## src/hw/iocd_cfg.svh

```systemverilog
/*
 Address map, field positions and reset values of the I/O card register decode.
 Assumes inclusion by the package and the decode module only.
*/
`ifndef IOCD_CFG_SVH
`define IOCD_CFG_SVH
`define IOCD_NUM_REGS 5'h14
`define IOCD_OFS_CMD 5'h00
`define IOCD_OFS_DIO 5'h01
`define IOCD_OFS_CNV 5'h02
`define IOCD_OFS_START 5'h03
`define IOCD_OFS_RDSTART 5'h04
`define IOCD_OFS_ZERO 5'h05
`define IOCD_OFS_SMPLO 5'h06
`define IOCD_OFS_SMPHI 5'h07
`define IOCD_OFS_DAC0LO 5'h08
`define IOCD_OFS_DAC0HI 5'h09
`define IOCD_OFS_DAC1LO 5'h0A
`define IOCD_OFS_DAC1HI 5'h0B
`define IOCD_OFS_CTR0 5'h0C
`define IOCD_OFS_CTR1 5'h0D
`define IOCD_OFS_CTR2 5'h0E
`define IOCD_OFS_CTRCTL 5'h0F
`define IOCD_OFS_AUXA 5'h10
`define IOCD_OFS_AUXB 5'h11
`define IOCD_OFS_AUXC 5'h12
`define IOCD_OFS_AUXCTL 5'h13
`define IOCD_BIT_CSSEL 5
`define IOCD_BIT_BUSY 7
`define IOCD_BIT_SEMODE 6
`define IOCD_UNUSED_RD 8'hFF
`define IOCD_RST_BYTE 8'h00
`define IOCD_RST_SAMPLE 12'h000
`define IOCD_RST_DAC 12'h000
`endif

```

## src/hw/iocd_pkg.sv

```systemverilog
/*
 Types shared by the I/O card register decode.
 Assumes the constants header sits beside it.
*/
`include "iocd_cfg.svh"
package iocd_pkg;
	// One host I/O cycle, already qualified by the card select
	typedef struct packed {
		logic rd;
		logic wr;
		logic [4:0] ofs;
		logic [7:0] wdata;
	} iocd_host_t;
	// Strobes toward the counter and aux port devices
	typedef struct packed {
		logic rd;
		logic wr;
		logic [1:0] idx;
		logic [7:0] wdata;
	} iocd_sub_t;
endpackage

```

## src/hw/iocd_decode.sv

```systemverilog
/*
 Register decode of a multifunction analog/digital I/O card on a byte-wide host I/O bus.
 Assumes host strobes are one-cycle pulses in the clk domain; converter, counter and
 aux port devices sit outside and answer on their own ports within the same cycle.
*/
// How it works
// - Twenty byte offsets; counter and aux offsets decoded as ranges
// - Offset 0: read back and write card command
// - Offset 1 read returns inputs, clears interrupt
// - Offset 2 write loads command, starts if select low
// - Any write to offset 3 starts conversion
// - Offset 4 read starts only if select high
// - Writes to offset 4 or 5 set the DAC zero flag
// - Offsets 6 and 7 read latched result bytes
// - Offsets 8/9 load DAC0, 9 updates output
// - Offsets A/B load DAC1, B updates, releases zero
// - Offsets C-E counters, F counter control
// - Offsets 10-12 aux ports, 13 aux control
// - Select bit picks read-4 or write-2 trigger
// - Result latched at conversion end, held
// - Converter status bit 7 is busy
`timescale 1ns/1ps
`default_nettype none
module iocd_decode #(
	parameter int SAMPLE_W = 12
) (
	// Clock and reset
	input wire logic clk,
	input wire logic rst_n,
	// Host I/O cycle
	input wire iocd_pkg::iocd_host_t host,
	output logic [7:0] rdData,
	// Pins: discrete inputs and four-bit output port
	input wire logic [3:0] discIn,
	input wire logic [3:0] opIn,
	output logic [3:0] opOut,
	output logic [3:0] opOe_n,
	// Interrupt latch set by the outside
	input wire logic irqEvent,
	output logic irqLatch,
	// Converter
	input wire logic cnvEnd,
	input wire logic [SAMPLE_W-1:0] cnvData,
	input wire logic seMode,
	output logic cnvStart,
	output logic cnvBusy,
	output logic [7:0] cardCmd,
	output logic [7:0] cnvCmd,
	// DAC outputs
	output logic [11:0] dac0Out,
	output logic [11:0] dac1Out,
	output logic dacZero,
	// Counter and aux port devices
	input wire logic [7:0] ctrRdData,
	input wire logic [7:0] auxRdData,
	output iocd_pkg::iocd_sub_t ctrBus,
	output logic ctrCtlWr,
	output iocd_pkg::iocd_sub_t auxBus,
	output logic auxCtlWr
);
	import iocd_pkg::*;

	initial begin
		if (SAMPLE_W != 12) $error("iocd_decode: SAMPLE_W must be 12");
	end

	// Synchroniser stages for the pins
	logic [1:0] discS1_r;
	logic [1:0] discS2_r;
	logic [3:0] ipS1_r;
	logic [3:0] ipS2_r;
	logic [3:0] opS1_r;
	logic [3:0] opS2_r;
	// Held data: result, DAC low bytes, mode snapshot
	logic [SAMPLE_W-1:0] sample_r;
	logic [7:0] dac0Lo_r;
	logic [7:0] dac1Lo_r;
	logic [7:0] seLatch_r;
	logic [7:0] rdData_nxt;
	// Per-offset strobes, one cycle wide like the host cycle
	logic inRange;
	logic wr0;
	logic wr1;
	logic wr2;
	logic wr3;
	logic wr4;
	logic wr5;
	logic wr8;
	logic wr9;
	logic wrA;
	logic wrB;
	logic wrF;
	logic wr13;
	logic rd1;
	logic rd4;
	// Merged start request and device window hits
	logic startPulse;
	logic ctrHit;
	logic auxHit;

	// Decode of the twenty-address window
	assign inRange = host.ofs < `IOCD_NUM_REGS;
	assign wr0 = host.wr && host.ofs == `IOCD_OFS_CMD;
	assign wr1 = host.wr && host.ofs == `IOCD_OFS_DIO;
	assign wr2 = host.wr && host.ofs == `IOCD_OFS_CNV;
	assign wr3 = host.wr && host.ofs == `IOCD_OFS_START;
	assign wr4 = host.wr && host.ofs == `IOCD_OFS_RDSTART;
	assign wr5 = host.wr && host.ofs == `IOCD_OFS_ZERO;
	assign wr8 = host.wr && host.ofs == `IOCD_OFS_DAC0LO;
	assign wr9 = host.wr && host.ofs == `IOCD_OFS_DAC0HI;
	assign wrA = host.wr && host.ofs == `IOCD_OFS_DAC1LO;
	assign wrB = host.wr && host.ofs == `IOCD_OFS_DAC1HI;
	assign wrF = host.wr && host.ofs == `IOCD_OFS_CTRCTL;
	assign wr13 = host.wr && host.ofs == `IOCD_OFS_AUXCTL;
	assign rd1 = host.rd && host.ofs == `IOCD_OFS_DIO;
	assign rd4 = host.rd && host.ofs == `IOCD_OFS_RDSTART;
	assign ctrHit = host.ofs >= `IOCD_OFS_CTR0 && host.ofs <= `IOCD_OFS_CTR2;
	assign auxHit = host.ofs >= `IOCD_OFS_AUXA && host.ofs <= `IOCD_OFS_AUXC;

	// Start trigger: select bit picks the source, offset 3 always starts
	assign startPulse = wr3
		|| (wr2 && !cardCmd[`IOCD_BIT_CSSEL])
		|| (rd4 && cardCmd[`IOCD_BIT_CSSEL]);

	// Pin synchronisers; first stage feeds only the second
	always_ff @(posedge clk) begin
		if (!rst_n) begin
			ipS1_r <= 4'h0;
			ipS2_r <= 4'h0;
			opS1_r <= 4'h0;
			opS2_r <= 4'h0;
			discS1_r <= 2'h0;
			discS2_r <= 2'h0;
		end else begin
			ipS1_r <= discIn;
			ipS2_r <= ipS1_r;
			opS1_r <= opIn;
			opS2_r <= opS1_r;
			discS1_r <= {seMode, 1'b0};
			discS2_r <= discS1_r;
		end
	end

	// Card and converter command registers
	always_ff @(posedge clk) begin
		if (!rst_n) begin
			cardCmd <= `IOCD_RST_BYTE;
			cnvCmd <= `IOCD_RST_BYTE;
			seLatch_r <= `IOCD_RST_BYTE;
		end else begin
			if (wr0)
				cardCmd <= host.wdata;
			if (wr2) begin
				cnvCmd <= host.wdata;
				// Mode pin is captured on each converter command write
				seLatch_r <= {1'b0, discS2_r[1], 6'h00};
			end
		end
	end

	// Output port and its enables; enable high in the byte means drive
	always_ff @(posedge clk) begin
		if (!rst_n) begin
			opOut <= 4'h0;
			opOe_n <= 4'hF;
		end else if (wr1) begin
			opOut <= host.wdata[3:0];
			opOe_n <= ~host.wdata[7:4];
		end
	end

	// Interrupt latch; a new event wins over the clearing read
	always_ff @(posedge clk) begin
		if (!rst_n)
			irqLatch <= 1'b0;
		else if (irqEvent)
			irqLatch <= 1'b1;
		else if (rd1)
			irqLatch <= 1'b0;
	end

	// Conversion start and busy; a start while busy is passed on but busy stays
	always_ff @(posedge clk) begin
		if (!rst_n) begin
			cnvStart <= 1'b0;
			cnvBusy <= 1'b0;
		end else begin
			cnvStart <= startPulse;
			if (startPulse)
				cnvBusy <= 1'b1;
			else if (cnvEnd)
				cnvBusy <= 1'b0;
		end
	end

	// Result latch, held until the next conversion ends
	always_ff @(posedge clk) begin
		if (!rst_n)
			sample_r <= `IOCD_RST_SAMPLE;
		else if (cnvEnd)
			sample_r <= cnvData;
	end

	// DAC holding bytes and outputs
	always_ff @(posedge clk) begin
		if (!rst_n) begin
			dac0Lo_r <= `IOCD_RST_BYTE;
			dac1Lo_r <= `IOCD_RST_BYTE;
			dac0Out <= `IOCD_RST_DAC;
			dac1Out <= `IOCD_RST_DAC;
		end else begin
			if (wr8)
				dac0Lo_r <= host.wdata;
			if (wr9)
				dac0Out <= {host.wdata, dac0Lo_r[7:4]};
			if (wrA)
				dac1Lo_r <= host.wdata;
			if (wrB)
				dac1Out <= {host.wdata, dac1Lo_r[7:4]};
		end
	end

	// Forced zero: data registers and outputs keep their values, only the dacZero flag is set
	always_ff @(posedge clk) begin
		if (!rst_n)
			dacZero <= 1'b0;
		else if (wr4 || wr5)
			dacZero <= 1'b1;
		else if (wrB || wr9)
			dacZero <= 1'b0;
	end

	// Strobes to counter and aux devices, registered so outputs come from flops
	always_ff @(posedge clk) begin
		if (!rst_n) begin
			ctrBus <= '0;
			auxBus <= '0;
			ctrCtlWr <= 1'b0;
			auxCtlWr <= 1'b0;
		end else begin
			ctrBus.rd <= host.rd && ctrHit;
			ctrBus.wr <= host.wr && ctrHit;
			ctrBus.idx <= 2'(host.ofs - `IOCD_OFS_CTR0);
			ctrBus.wdata <= host.wdata;
			ctrCtlWr <= wrF;
			auxBus.rd <= host.rd && auxHit;
			auxBus.wr <= host.wr && auxHit;
			auxBus.idx <= 2'(host.ofs - `IOCD_OFS_AUXA);
			auxBus.wdata <= host.wdata;
			auxCtlWr <= wr13;
		end
	end

	// Read data mux; unused and out-of-window reads give all ones
	always_comb begin
		rdData_nxt = `IOCD_UNUSED_RD;
		if (inRange) begin
			case (host.ofs)
				`IOCD_OFS_CMD: rdData_nxt = cardCmd;
				`IOCD_OFS_DIO: rdData_nxt = {ipS2_r, opS2_r};
				`IOCD_OFS_CNV: rdData_nxt = {cnvBusy, seLatch_r[`IOCD_BIT_SEMODE], cnvCmd[5:0]};
				`IOCD_OFS_SMPLO: rdData_nxt = {sample_r[3:0], 4'h0};
				`IOCD_OFS_SMPHI: rdData_nxt = sample_r[11:4];
				// Counter and aux reads pass straight through; devices answer combinationally
				`IOCD_OFS_CTR0, `IOCD_OFS_CTR1, `IOCD_OFS_CTR2: rdData_nxt = ctrRdData;
				`IOCD_OFS_AUXA, `IOCD_OFS_AUXB, `IOCD_OFS_AUXC: rdData_nxt = auxRdData;
				default: rdData_nxt = `IOCD_UNUSED_RD;
			endcase
		end
	end

	// Registered read data, one cycle after the read strobe
	always_ff @(posedge clk) begin
		if (!rst_n)
			rdData <= `IOCD_UNUSED_RD;
		else if (host.rd)
			rdData <= rdData_nxt;
	end

	// DAC outputs stay raw; the zero flag qualifies them downstream
	// Limitation: the analog side must honour dacZero, this block never gates the codes
endmodule
`default_nettype wire

```

## config.mk

```make
export PLATFORM = sky130hd
export DESIGN_NAME = iocd_decode
export DESIGN_NICKNAME = d
export VERILOG_FILES = /design/src/hw/iocd_pkg.sv /design/src/hw/iocd_decode.sv
export VERILOG_INCLUDE_DIRS = /design/src /design/src/hw
export SDC_FILE = /design/constraint.sdc
export NUM_CORES = 1
export LEC_CHECK = 0
export BUFFER_PORTS_ARGS = -buffer_cell sky130_fd_sc_hd__buf_4
export CAP_MARGIN = 30
export CORE_MARGIN = 8
export CORE_UTILIZATION = 55
export DETAILED_ROUTE_END_ITERATION = 8
export GPL_TIMING_DRIVEN = 0
export PLACE_DENSITY = 0.86
export SLEW_MARGIN = 20
export SYNTH_ARGS = -nofsm -noshare
export SYNTH_HDL_FRONTEND = slang
export SYNTH_SLANG_ARGS = --single-unit
```

## constraint.sdc

```tcl
create_clock -name clk -period 3.43 [get_ports clk]
set_input_delay 0 -clock clk [delete_from_list [all_inputs] [get_ports clk]]
set_output_delay 0 -clock clk [all_outputs]
set_load 0.02 [all_outputs]
```

==> impl_metrics.env, run 1 <==
export IMPL_pre_cts_slack_ns=1.71
export IMPL_finalCriticalPeriod_ns=2.39
export IMPL_cts_num_sinks=115
export IMPL_final_common_cell="buf_4"
export IMPL_status="complete, no violations"
export IMPL_grt_pass1_vias=4492
export IMPL_drv_slew=0
export IMPL_cts_setup_buffers=0
export IMPL_worstSkewPairLatency_ns=0.52
export IMPL_wl_mm=15.5
export IMPL_tightest_slew_ns=0.708
export IMPL_antenna_found_initial=0
export IMPL_gp_congestion=0.817
export IMPL_critPathSlowestCell="nor3b_1"
export IMPL_synth_yosys_seq_area_share=0.505
export IMPL_drt_iter0_drc=233
export IMPL_crit_fanout=10
export IMPL_fmax_mhz=418
export IMPL_postSynthAreaPerCell_sq_um=10.6
export IMPL_synthesis_instances=432
export IMPL_met2_usage=0.469
export IMPL_final_cell_mix="buf_4 (149), dfxtp_1 (115), nor2b_1 (67)"
export IMPL_slew_headroom=0.527
export IMPL_core_sq_um=8130
export IMPL_synth_cell_type_count=50
export IMPL_busiest_layer="met2"
export IMPL_finalSetupTns_ns=0
export IMPL_hold_class="primary input to flop"
export IMPL_max_vdd_ir_drop_v=0.000390
export IMPL_vias_per_cell=5.43
export IMPL_critical_path_top_delay_family="buffers and inverters"
export IMPL_cp_slowest_stage_delay_ns=0.62
export IMPL_fin_ws_ns=1.04
export IMPL_met3_usage=0.0960
export IMPL_finalCritPeriodShare=0.698
export IMPL_grt_pass1_wl_mm=24.2
export IMPL_grt_use_total=0.272
export IMPL_place_port_buffers=138
export IMPL_syn_area_sq_um=4560
export IMPL_r2r_slack_ns=1.60
export IMPL_route_detailed_drc=0
export IMPL_synth_enable_flop_cells=0
export IMPL_synth_nets=488
export IMPL_overflow=0
export IMPL_cts_buffers=17
export IMPL_grt_max_degree=17
export IMPL_max_cap_violations=0
export IMPL_cp_required_ns=3.87
export IMPL_clkTransAtPathRegs_ns=0.05
export IMPL_fin_nets=703
export IMPL_synth_flop_cell="dfxtp_1"
export IMPL_p_per_area_nw_per_um2=508
export IMPL_drive_above_1_share=0.308
export IMPL_synthArstFlopShare=0
export IMPL_use_met1=0.300
export IMPL_synth_warnings=0
export IMPL_setup_viol=0
export IMPL_htree_num_levels=4
export IMPL_clockBufferDepth=2
export IMPL_cts_tree="built"
export IMPL_die_w_um=107
export IMPL_root_buffer="clkbuf_8"
export IMPL_antenna_left=0
export IMPL_cp_arrival_ns=2.83
export IMPL_ys_ff_latch=115
export IMPL_rows=33
export IMPL_dp_hpwl_mm=9.87
export IMPL_path_cells="dlygate4sd3_1 -> buf_4 -> buf_2 -> nor3b_1 -> and2_1 -> buf_2 -> a222oi_1 -> dlygate4sd3_1 -> a31oi_1"
export IMPL_dp_cells=675
export IMPL_antenna_cells=0
export IMPL_vias=4156
export IMPL_hold_viol=0
export IMPL_startpoint_type="primary input"
export IMPL_wl_per_cell_um=20.2
export IMPL_die_h_um=107
export IMPL_rsz0062_at_grt="no"
export IMPL_ios=142
export IMPL_path_buf_inv=5
export IMPL_critPathCaptureType="flop"
export IMPL_crit_type="primary input to flop"
export IMPL_dieArea_sq_um=11500
export IMPL_final_cell_count_no_fill=765
export IMPL_finalClockSkew_ns=0.00768
export IMPL_p_leak_nw=3.26
export IMPL_area_growth_pct=51.4
export IMPL_drt_pass1_iter_count=5
export IMPL_start_util=0.561
-- area by class of cell --
| type | count | area [sq um] |
|---|---|---|
| multi-input combinational | 275 | 2020 |
| clock inverter | 9 | 128 |
| fill | 419 | 1230 |
| buffer | 40 | 228 |
| sequential | 115 | 2300 |
| clock buffer | 23 | 467 |
| timing repair buffer | 196 | 1620 |
| inverter | 2 | 7.51 |
| tap | 105 | 131 |
-- cell usage after synthesis, types with 2 or more instances --
master,instances,area share
and3_1,4,0.0055
a31oi_1,4,0.0055
nand4b_1,2,0.0038
buf_2,11,0.012
nor3b_1,2,0.0033
clkbuf_1,14,0.012
mux2i_1,62,0.14
inv_1,2,0.0016
a22o_1,4,0.0077
nand2_1,16,0.013
nor4b_1,2,0.0038
nor3_1,2,0.0022
buf_4,11,0.018
a22oi_1,7,0.012
a32o_1,2,0.0044
a32oi_1,2,0.0038
nor2_1,10,0.0082
nand3_1,9,0.0099
a21boi_0,6,0.0099
o21ai_0,3,0.0033
o211ai_1,5,0.0082
a21o_1,2,0.0033
dfxtp_1,115,0.50
and2_1,31,0.043
a2111oi_0,2,0.0038
nor2b_1,67,0.092
a21oi_1,3,0.0033
a41oi_1,3,0.0058
buf_6,3,0.0074
mux2_2,5,0.012
nand4_1,2,0.0027
-- metrics by stage --
stage | utilization | power (mW) | hold WS (ns) | instance area (sq um)
after floorplan | - | 1.57 | 0.122 | 4560
after detailed placement | 0.704 | 1.70 | 0.211 | 5730
after global placement | 0.704 | 1.70 | 0.208 | 5730
after CTS | 0.848 | 3.50 | 0.0541 | 6900
after global routing | 0.848 | 3.58 | 0.113 | 6900
final | 0.848 | 3.50 | 0.0669 | 6900
-- timing repair --
item	in CTS	in global routing
hold buffers	58	0
endpoints found under the hold margin	96	0
gates resized for setup	0	0
-- logic make-up (layout without fill, tap and decap cells) --
kind of cell	Yosys count	count (layout)	synth area share
buffers and inverters	42	270	0.0516
DFF	115	115	0.505
AOI/OAI and AO/OA	52	52	0.0889
and+or+nand+nor	156	156	0.206
muxes	67	67	0.148
-- where the power goes --
part           total, mW  switching, mW  internal [mW]
logic              0.348          0.166          0.181
registers           1.39         0.0197           1.37
clock network       1.76          0.602           1.16
total               3.50          0.789           2.72
-- flip-flops by register name, summed over array words and instances, names as in the netlist, 2 cells and up --
register,flops
auxBus,12
dac0Out,12
dac1Out,12
sample_r,12
cardCmd,8
cnvCmd,8
rdData,8
dac0Lo_r,4
dac1Lo_r,4
ipS1_r,4
ipS2_r,4
opOe_n,4
opOut,4
opS1_r,4
opS2_r,4
ctrBus,2
-- worst register-to-register path: stages, from the launching register on --
cell           delay, ns
dfxtp_1             0.33
mux2_2              0.27
a32o_1              0.29
a21oi_1             0.16
a31oi_1             0.10
dlygate4sd3_1       0.57
-- metal layers --
layer,vias to the layer above,part of all wire
met4,0,0.021
li1,1923,-
met2,201,0.50
met3,28,0.087
met5,-,0
met1,2004,0.39
-- final timing paths --
check                                              from                endpoint  cells after the start
worst max-delay path                           host[11]  rdData[1]$_SDFFE_PN1P_                      9
worst min register to register     opS1_r[3]$_SDFF_PN0_    opS2_r[3]$_SDFF_PN0_                      1
worst max register to register  cardCmd[4]$_SDFFE_PN0P_  rdData[4]$_SDFFE_PN1P_                      5
worst min-delay path                            host[8]  cnvCmd[0]$_SDFFE_PN0N_                      5
Note: power is estimated with default switching activity, not from simulation.
==> inputs of run 2 (changes only) <==
--- a/config.mk
+++ b/config.mk
@@ -9,10 +9,10 @@
 export BUFFER_PORTS_ARGS = -buffer_cell sky130_fd_sc_hd__buf_4
 export CAP_MARGIN = 30
 export CORE_MARGIN = 8
-export CORE_UTILIZATION = 55
+export CORE_UTILIZATION = 46
 export DETAILED_ROUTE_END_ITERATION = 8
 export GPL_TIMING_DRIVEN = 0
-export PLACE_DENSITY = 0.86
+export PLACE_DENSITY = 0.77
 export SLEW_MARGIN = 20
 export SYNTH_ARGS = -nofsm -noshare
 export SYNTH_HDL_FRONTEND = slang
==> constraint.sdc (replaced) <==
create_clock -name clk -period 2.04 [get_ports clk]
set_input_delay 0 -clock clk [delete_from_list [all_inputs] [get_ports clk]]
set_output_delay 0 -clock clk [all_outputs]
set_load 0.02 [all_outputs]
==> run 2 against run 1 <==
Effect of this change:
- non-clock buffer count grew 1
- critical path depth decreased by 1
- largest cell class unchanged
- die area increased by 17%
- flip-flop and latch count unchanged
- sequential share of layout area is 0.49 points lower
- via count decreased by 2.7%
- core utilization fell by 13 points
- clock skew is 0.0011 ns lower
- combinational power grew 66%
==> impl_metrics.env, run 2 (synthesized netlist as in run 1, its figures left out) <==
export IMPL_reg2regPathDepth=5
export IMPL_cts_setup_buffers=0
export IMPL_cts_buffers=17
export IMPL_finalCriticalPeriod_ns=2.00
export IMPL_drt_iter0_drc=311
export IMPL_drive_above_1_share=0.316
export IMPL_final_common_cell="buf_4"
export IMPL_grt_use_total=0.228
export IMPL_drt_pass1_iter_count=4
export IMPL_cts_num_sinks=115
export IMPL_grt_pass1_wl_mm=23.1
export IMPL_p_per_area_nw_per_um2=877
export IMPL_p_clk_frac=0.524
export IMPL_dp_hpwl_mm=9.87
export IMPL_ios=142
export IMPL_pwr_share_seq=0.381
export IMPL_fin_nets=704
export IMPL_drv_slew=0
export IMPL_tightest_slew_ns=0.572
export IMPL_gp_congestion=0.880
export IMPL_worstSkewPairLatency_ns=0.52
export IMPL_finalClockSkew_ns=0.00660
export IMPL_finalCritPeriodShare=0.979
export IMPL_grt_max_degree=17
export IMPL_antenna_left=0
export IMPL_crit_fanout=9
export IMPL_hold_depth=5
export IMPL_hold_viol=0
export IMPL_rows=36
export IMPL_vias_per_cell=5.09
export IMPL_vias=4045
export IMPL_dr_wl_met3_mm=1.23
export IMPL_root_buffer="clkbuf_8"
export IMPL_wl_met2_mm=7.35
export IMPL_core_sq_um=9680
export IMPL_antenna_found_initial=0
export IMPL_total_power_mw=6.14
export IMPL_cp_required_ns=2.45
export IMPL_max_cap_violations=0
export IMPL_p_leak_nw=3.29
export IMPL_power_switching_mw=1.35
export IMPL_wl_met1_mm=6.03
export IMPL_startpoint_type="primary input"
export IMPL_antenna_cells=0
export IMPL_rr_endpoint="rdData[5]$_SDFFE_PN1P_"
export IMPL_power_frac_comb=0.094
export IMPL_r2r_start="cardCmd[5]$_SDFFE_PN0P_"
export IMPL_cp_arrival_ns=2.40
export IMPL_status="complete, no violations"
export IMPL_finalSetupTns_ns=0
export IMPL_wl_per_cell_um=18.7
export IMPL_fmax_mhz=501
export IMPL_fill_cells=670
export IMPL_min_from="host[11]"
export IMPL_overflow=0
export IMPL_wl_mm=14.9
export IMPL_startpoint="host[9]"
export IMPL_area_growth_pct=53.6
export IMPL_die_h_um=116
export IMPL_setup_viol=0
export IMPL_start_util=0.471
export IMPL_clkTransAtPathRegs_ns=0.05
export IMPL_internal_power_mw=4.79
export IMPL_final_cell_mix="buf_4 (149), dfxtp_1 (115), nor2b_1 (67)"
export IMPL_hold_path_end="ctrCtlWr$_SDFF_PN0_"
export IMPL_r2r_slack_ns=0.21
export IMPL_place_port_buffers=138
export IMPL_hold_class="primary input to flop"
export IMPL_clockBufferDepth=2
export IMPL_die_w_um=116
export IMPL_route_detailed_drc=0
export IMPL_grt_pass1_vias=4299
export IMPL_crit_type="primary input to flop"
export IMPL_p_sw_frac=0.220
export IMPL_dieArea_sq_um=13400
export IMPL_htree_num_levels=4
export IMPL_slew_headroom=0.618
export IMPL_rsz0062_at_grt="no"
export IMPL_critPathCaptureType="flop"
export IMPL_max_vdd_ir_drop_v=0.000555
export IMPL_cts_tree="built"
export IMPL_highest_layer="met4"
run 2: cell count changes in the layout (fill, tap and decap cells not counted), sizes merged:
cell	previous run	this run
clkinv	3	5
clkinvlp	3	1
dlygate4sd3	58	59
inv	2	4
clkbuf	37	33
bufinv	3	5
run 2: how the worst max path moves through the flow:
stage                             endpoint  slack [ns]  depth (start not counted)
floorplan           rdData[6]$_SDFFE_PN1P_        0.74                          7
CTS                  irqLatch$_SDFFE_PN0P_        0.02                          8
global placement    rdData[3]$_SDFFE_PN1P_        0.37                          7
global route        rdData[7]$_SDFFE_PN1P_        0.01                          8
detailed placement  rdData[3]$_SDFFE_PN1P_        0.35                          7
finish              rdData[6]$_SDFFE_PN1P_        0.04                          8
run 2: what timing repair did:
item / in CTS / in global routing
hold endpoints to repair: 96 / 0
setup endpoints to repair: 0 / 5
hold buffers: 60 / 0
gates resized for setup: 0 / 3
run 2: power by group through the flow:
stage               clock [mW]  sequential [mW]  combinational (mW)
floorplan                    0             2.42               0.213
global placement             0             2.39               0.470
detailed placement           0             2.39               0.477
CTS                       3.24             2.34               0.571
global route              3.38             2.35               0.616
finish                    3.22             2.34               0.579
run 2: routing by layer:
layer,vias up,GRT usage
met3,18,0.0730
met1,1928,0.261
met4,0,0.0989
met5,-,0
met2,175,0.382
li1,1924,-
run 2: through the flow:
step	hold WS [ns]	utilization	worst slack [ns]	instance area (sq um)	instances
floorplan	0.122	-	0.740	4560	432
global placement	0.209	0.595	0.373	5760	703
detailed placement	0.214	0.595	0.345	5760	703
CTS	0.0415	0.724	0.0215	7010	795
global route	0.00294	0.723	0.0109	7010	794
finish	0.00384	0.723	0.0426	7010	794
run 2: critical path: stages:
cell and delay (ns):
dlygate4sd3_1 0.57, buf_4 0.15, nand2_1 0.12, and3_4 0.21, buf_6 0.13, a221o_1 0.33
dlygate4sd3_1 0.55, o32a_1 0.33
run 2: area by class of cell:
type                       instances  area, sq um  area share
sequential                       115         2300       0.329
multi-input combinational        275         2030       0.290
timing repair buffer             197         1630       0.232
clock buffer                      19          442      0.0630
buffer                            40          228      0.0325
clock inverter                    13          204      0.0291
tap                              133          166      0.0238
inverter                           2         7.51     0.00107
==> inputs of run 3 (changes only) <==
--- a/config.mk
+++ b/config.mk
@@ -12,6 +12,7 @@
 export CORE_UTILIZATION = 46
 export DETAILED_ROUTE_END_ITERATION = 8
 export GPL_TIMING_DRIVEN = 0
+export HOLD_SLACK_MARGIN = 0.03
 export PLACE_DENSITY = 0.77
 export SLEW_MARGIN = 20
 export SYNTH_ARGS = -nofsm -noshare
==> run 3 against run 2 <==
Effect of this change:
- register-to-register slack about the same
- power grew 0.14%
- final area up 0.14%
- critical path type unchanged
- critical path depth is the same
- clock power is essentially flat
==> impl_metrics.env, run 3 (synthesized netlist as in run 1, its figures left out) <==
export IMPL_gp_congestion=0.880
export IMPL_status="complete, no violations"
export IMPL_fin_nets=705
export IMPL_vias_per_cell=5.09
export IMPL_multi_input_area_sq_um=2030
export IMPL_cts_buffers=17
export IMPL_rows=36
export IMPL_finalSetupTns_ns=0
export IMPL_route_detailed_drc=0
export IMPL_finalCritPeriodShare=0.975
export IMPL_max_vdd_ir_drop_v=0.000548
export IMPL_start_util=0.471
export IMPL_dp_hpwl_mm=9.87
export IMPL_holdWs_ns=0.0479
export IMPL_register_area_sq_um=2300
export IMPL_cts_tree="built"
export IMPL_max_cap_violations=0
export IMPL_wl_mm=14.9
export IMPL_cts_num_sinks=115
export IMPL_drive_above_1_share=0.316
export IMPL_cts_setup_buffers=0
export IMPL_vias=4046
export IMPL_pre_cts_slack_ns=0.345
export IMPL_root_buffer="clkbuf_8"
export IMPL_finalClockSkew_ns=0.00705
export IMPL_min_from="host[8]"
export IMPL_wl_per_cell_um=18.8
export IMPL_crit_type="primary input to flop"
export IMPL_fin_ws_ns=0.0512
export IMPL_final_cell_mix="buf_4 (149), dfxtp_1 (115), nor2b_1 (67)"
export IMPL_r2r_start="cardCmd[5]$_SDFFE_PN0P_"
export IMPL_fmax_mhz=503
export IMPL_utilization=0.724
export IMPL_ios=142
export IMPL_crit_fanout=9
export IMPL_antenna_cells=0
export IMPL_p_per_area_nw_per_um2=877
export IMPL_overflow=0
export IMPL_p_leak_nw=3.30
export IMPL_drt_pass1_iter_count=5
export IMPL_setup_viol=0
export IMPL_grt_max_degree=17
export IMPL_hold_class="primary input to flop"
export IMPL_clkTransAtPathRegs_ns=0.06
export IMPL_worstSkewPairLatency_ns=0.53
export IMPL_cp_arrival_ns=2.40
export IMPL_startpoint="host[9]"
export IMPL_area_growth_pct=53.9
export IMPL_fill_cells=669
export IMPL_htree_num_levels=4
export IMPL_finalCriticalPeriod_ns=1.99
export IMPL_drt_iter0_drc=363
export IMPL_place_port_buffers=138
export IMPL_rsz0062_at_grt="no"
export IMPL_startpoint_type="primary input"
export IMPL_design_area_sq_um=7020
export IMPL_die_h_um=116
export IMPL_antenna_left=0
export IMPL_dieArea_sq_um=13400
export IMPL_dpl_cell_area_sq_um=5760
export IMPL_grt_pass1_wl_mm=23.1
export IMPL_die_w_um=116
export IMPL_cp_required_ns=2.45
export IMPL_slew_headroom=0.622
export IMPL_hold_viol=0
export IMPL_grt_pass1_vias=4299
export IMPL_core_sq_um=9680
export IMPL_critPathCaptureType="flop"
export IMPL_grt_use_total=0.228
export IMPL_clockBufferDepth=2
export IMPL_tightest_slew_ns=0.566
export IMPL_drv_slew=0
export IMPL_antenna_found_initial=0
export IMPL_final_common_cell="buf_4"
-- run 3: timing repair --
| item | in CTS | in global routing |
|---|---|---|
| resized for setup | 0 | 3 |
| hold buffers | 60 | 1 |
| endpoints found under the setup margin | 0 | 5 |
| endpoints found under the hold margin | 96 | 1 |
-- run 3: area by class of cell --
cell class / instances / share of cell area
plain buffers: 40 / 0.0325
clock buffers: 19 / 0.0630
clock inverters: 13 / 0.0291
inverters: 2 / 0.00107
multi-input cells: 275 / 0.289
flip-flops and latches: 115 / 0.328
well taps: 133 / 0.0237
repair buffers: 198 / 0.233
-- run 3: worst max-delay path, stage by stage --
cell	delay, ns
dlygate4sd3_1	0.57
buf_4	0.15
nand2_1	0.13
and3_4	0.21
buf_6	0.13
a221o_1	0.33
dlygate4sd3_1	0.55
o32a_1	0.33
-- run 3: worst paths after layout --
kind | cells after the start | to | slack (ns)
max | 8 | rdData[6]$_SDFFE_PN1P_ | 0.05
min | 5 | cnvCmd[0]$_SDFFE_PN0N_ | 0.05
max reg2reg | 5 | rdData[5]$_SDFFE_PN1P_ | 0.20
min reg2reg | 1 | opS2_r[2]$_SDFF_PN0_ | 0.43
-- run 3: metrics by stage --
stage	cells	power, mW
floorplan	432	2.63
global placement	703	2.86
detailed placement	703	2.86
CTS	795	6.15
global route	795	6.34
finish	795	6.15
-- run 3: power breakdown --
group	total [mW]	switching [mW]	internal (mW)	leakage (nW)
combinational	0.581	0.274	0.307	2.04
clock	3.23	1.06	2.17	0.318
sequential	2.34	0.0312	2.31	0.938
-- run 3: per-layer routing --
| layer | track usage | vias up | share of wire |
|---|---|---|---|
| met3 | 0.0730 | 26 | 0.084 |
| met1 | 0.261 | 1926 | 0.40 |
| met4 | 0.0989 | 0 | 0.020 |
| li1 | - | 1928 | - |
| met5 | 0 | - | 0 |
| met2 | 0.382 | 166 | 0.49 |
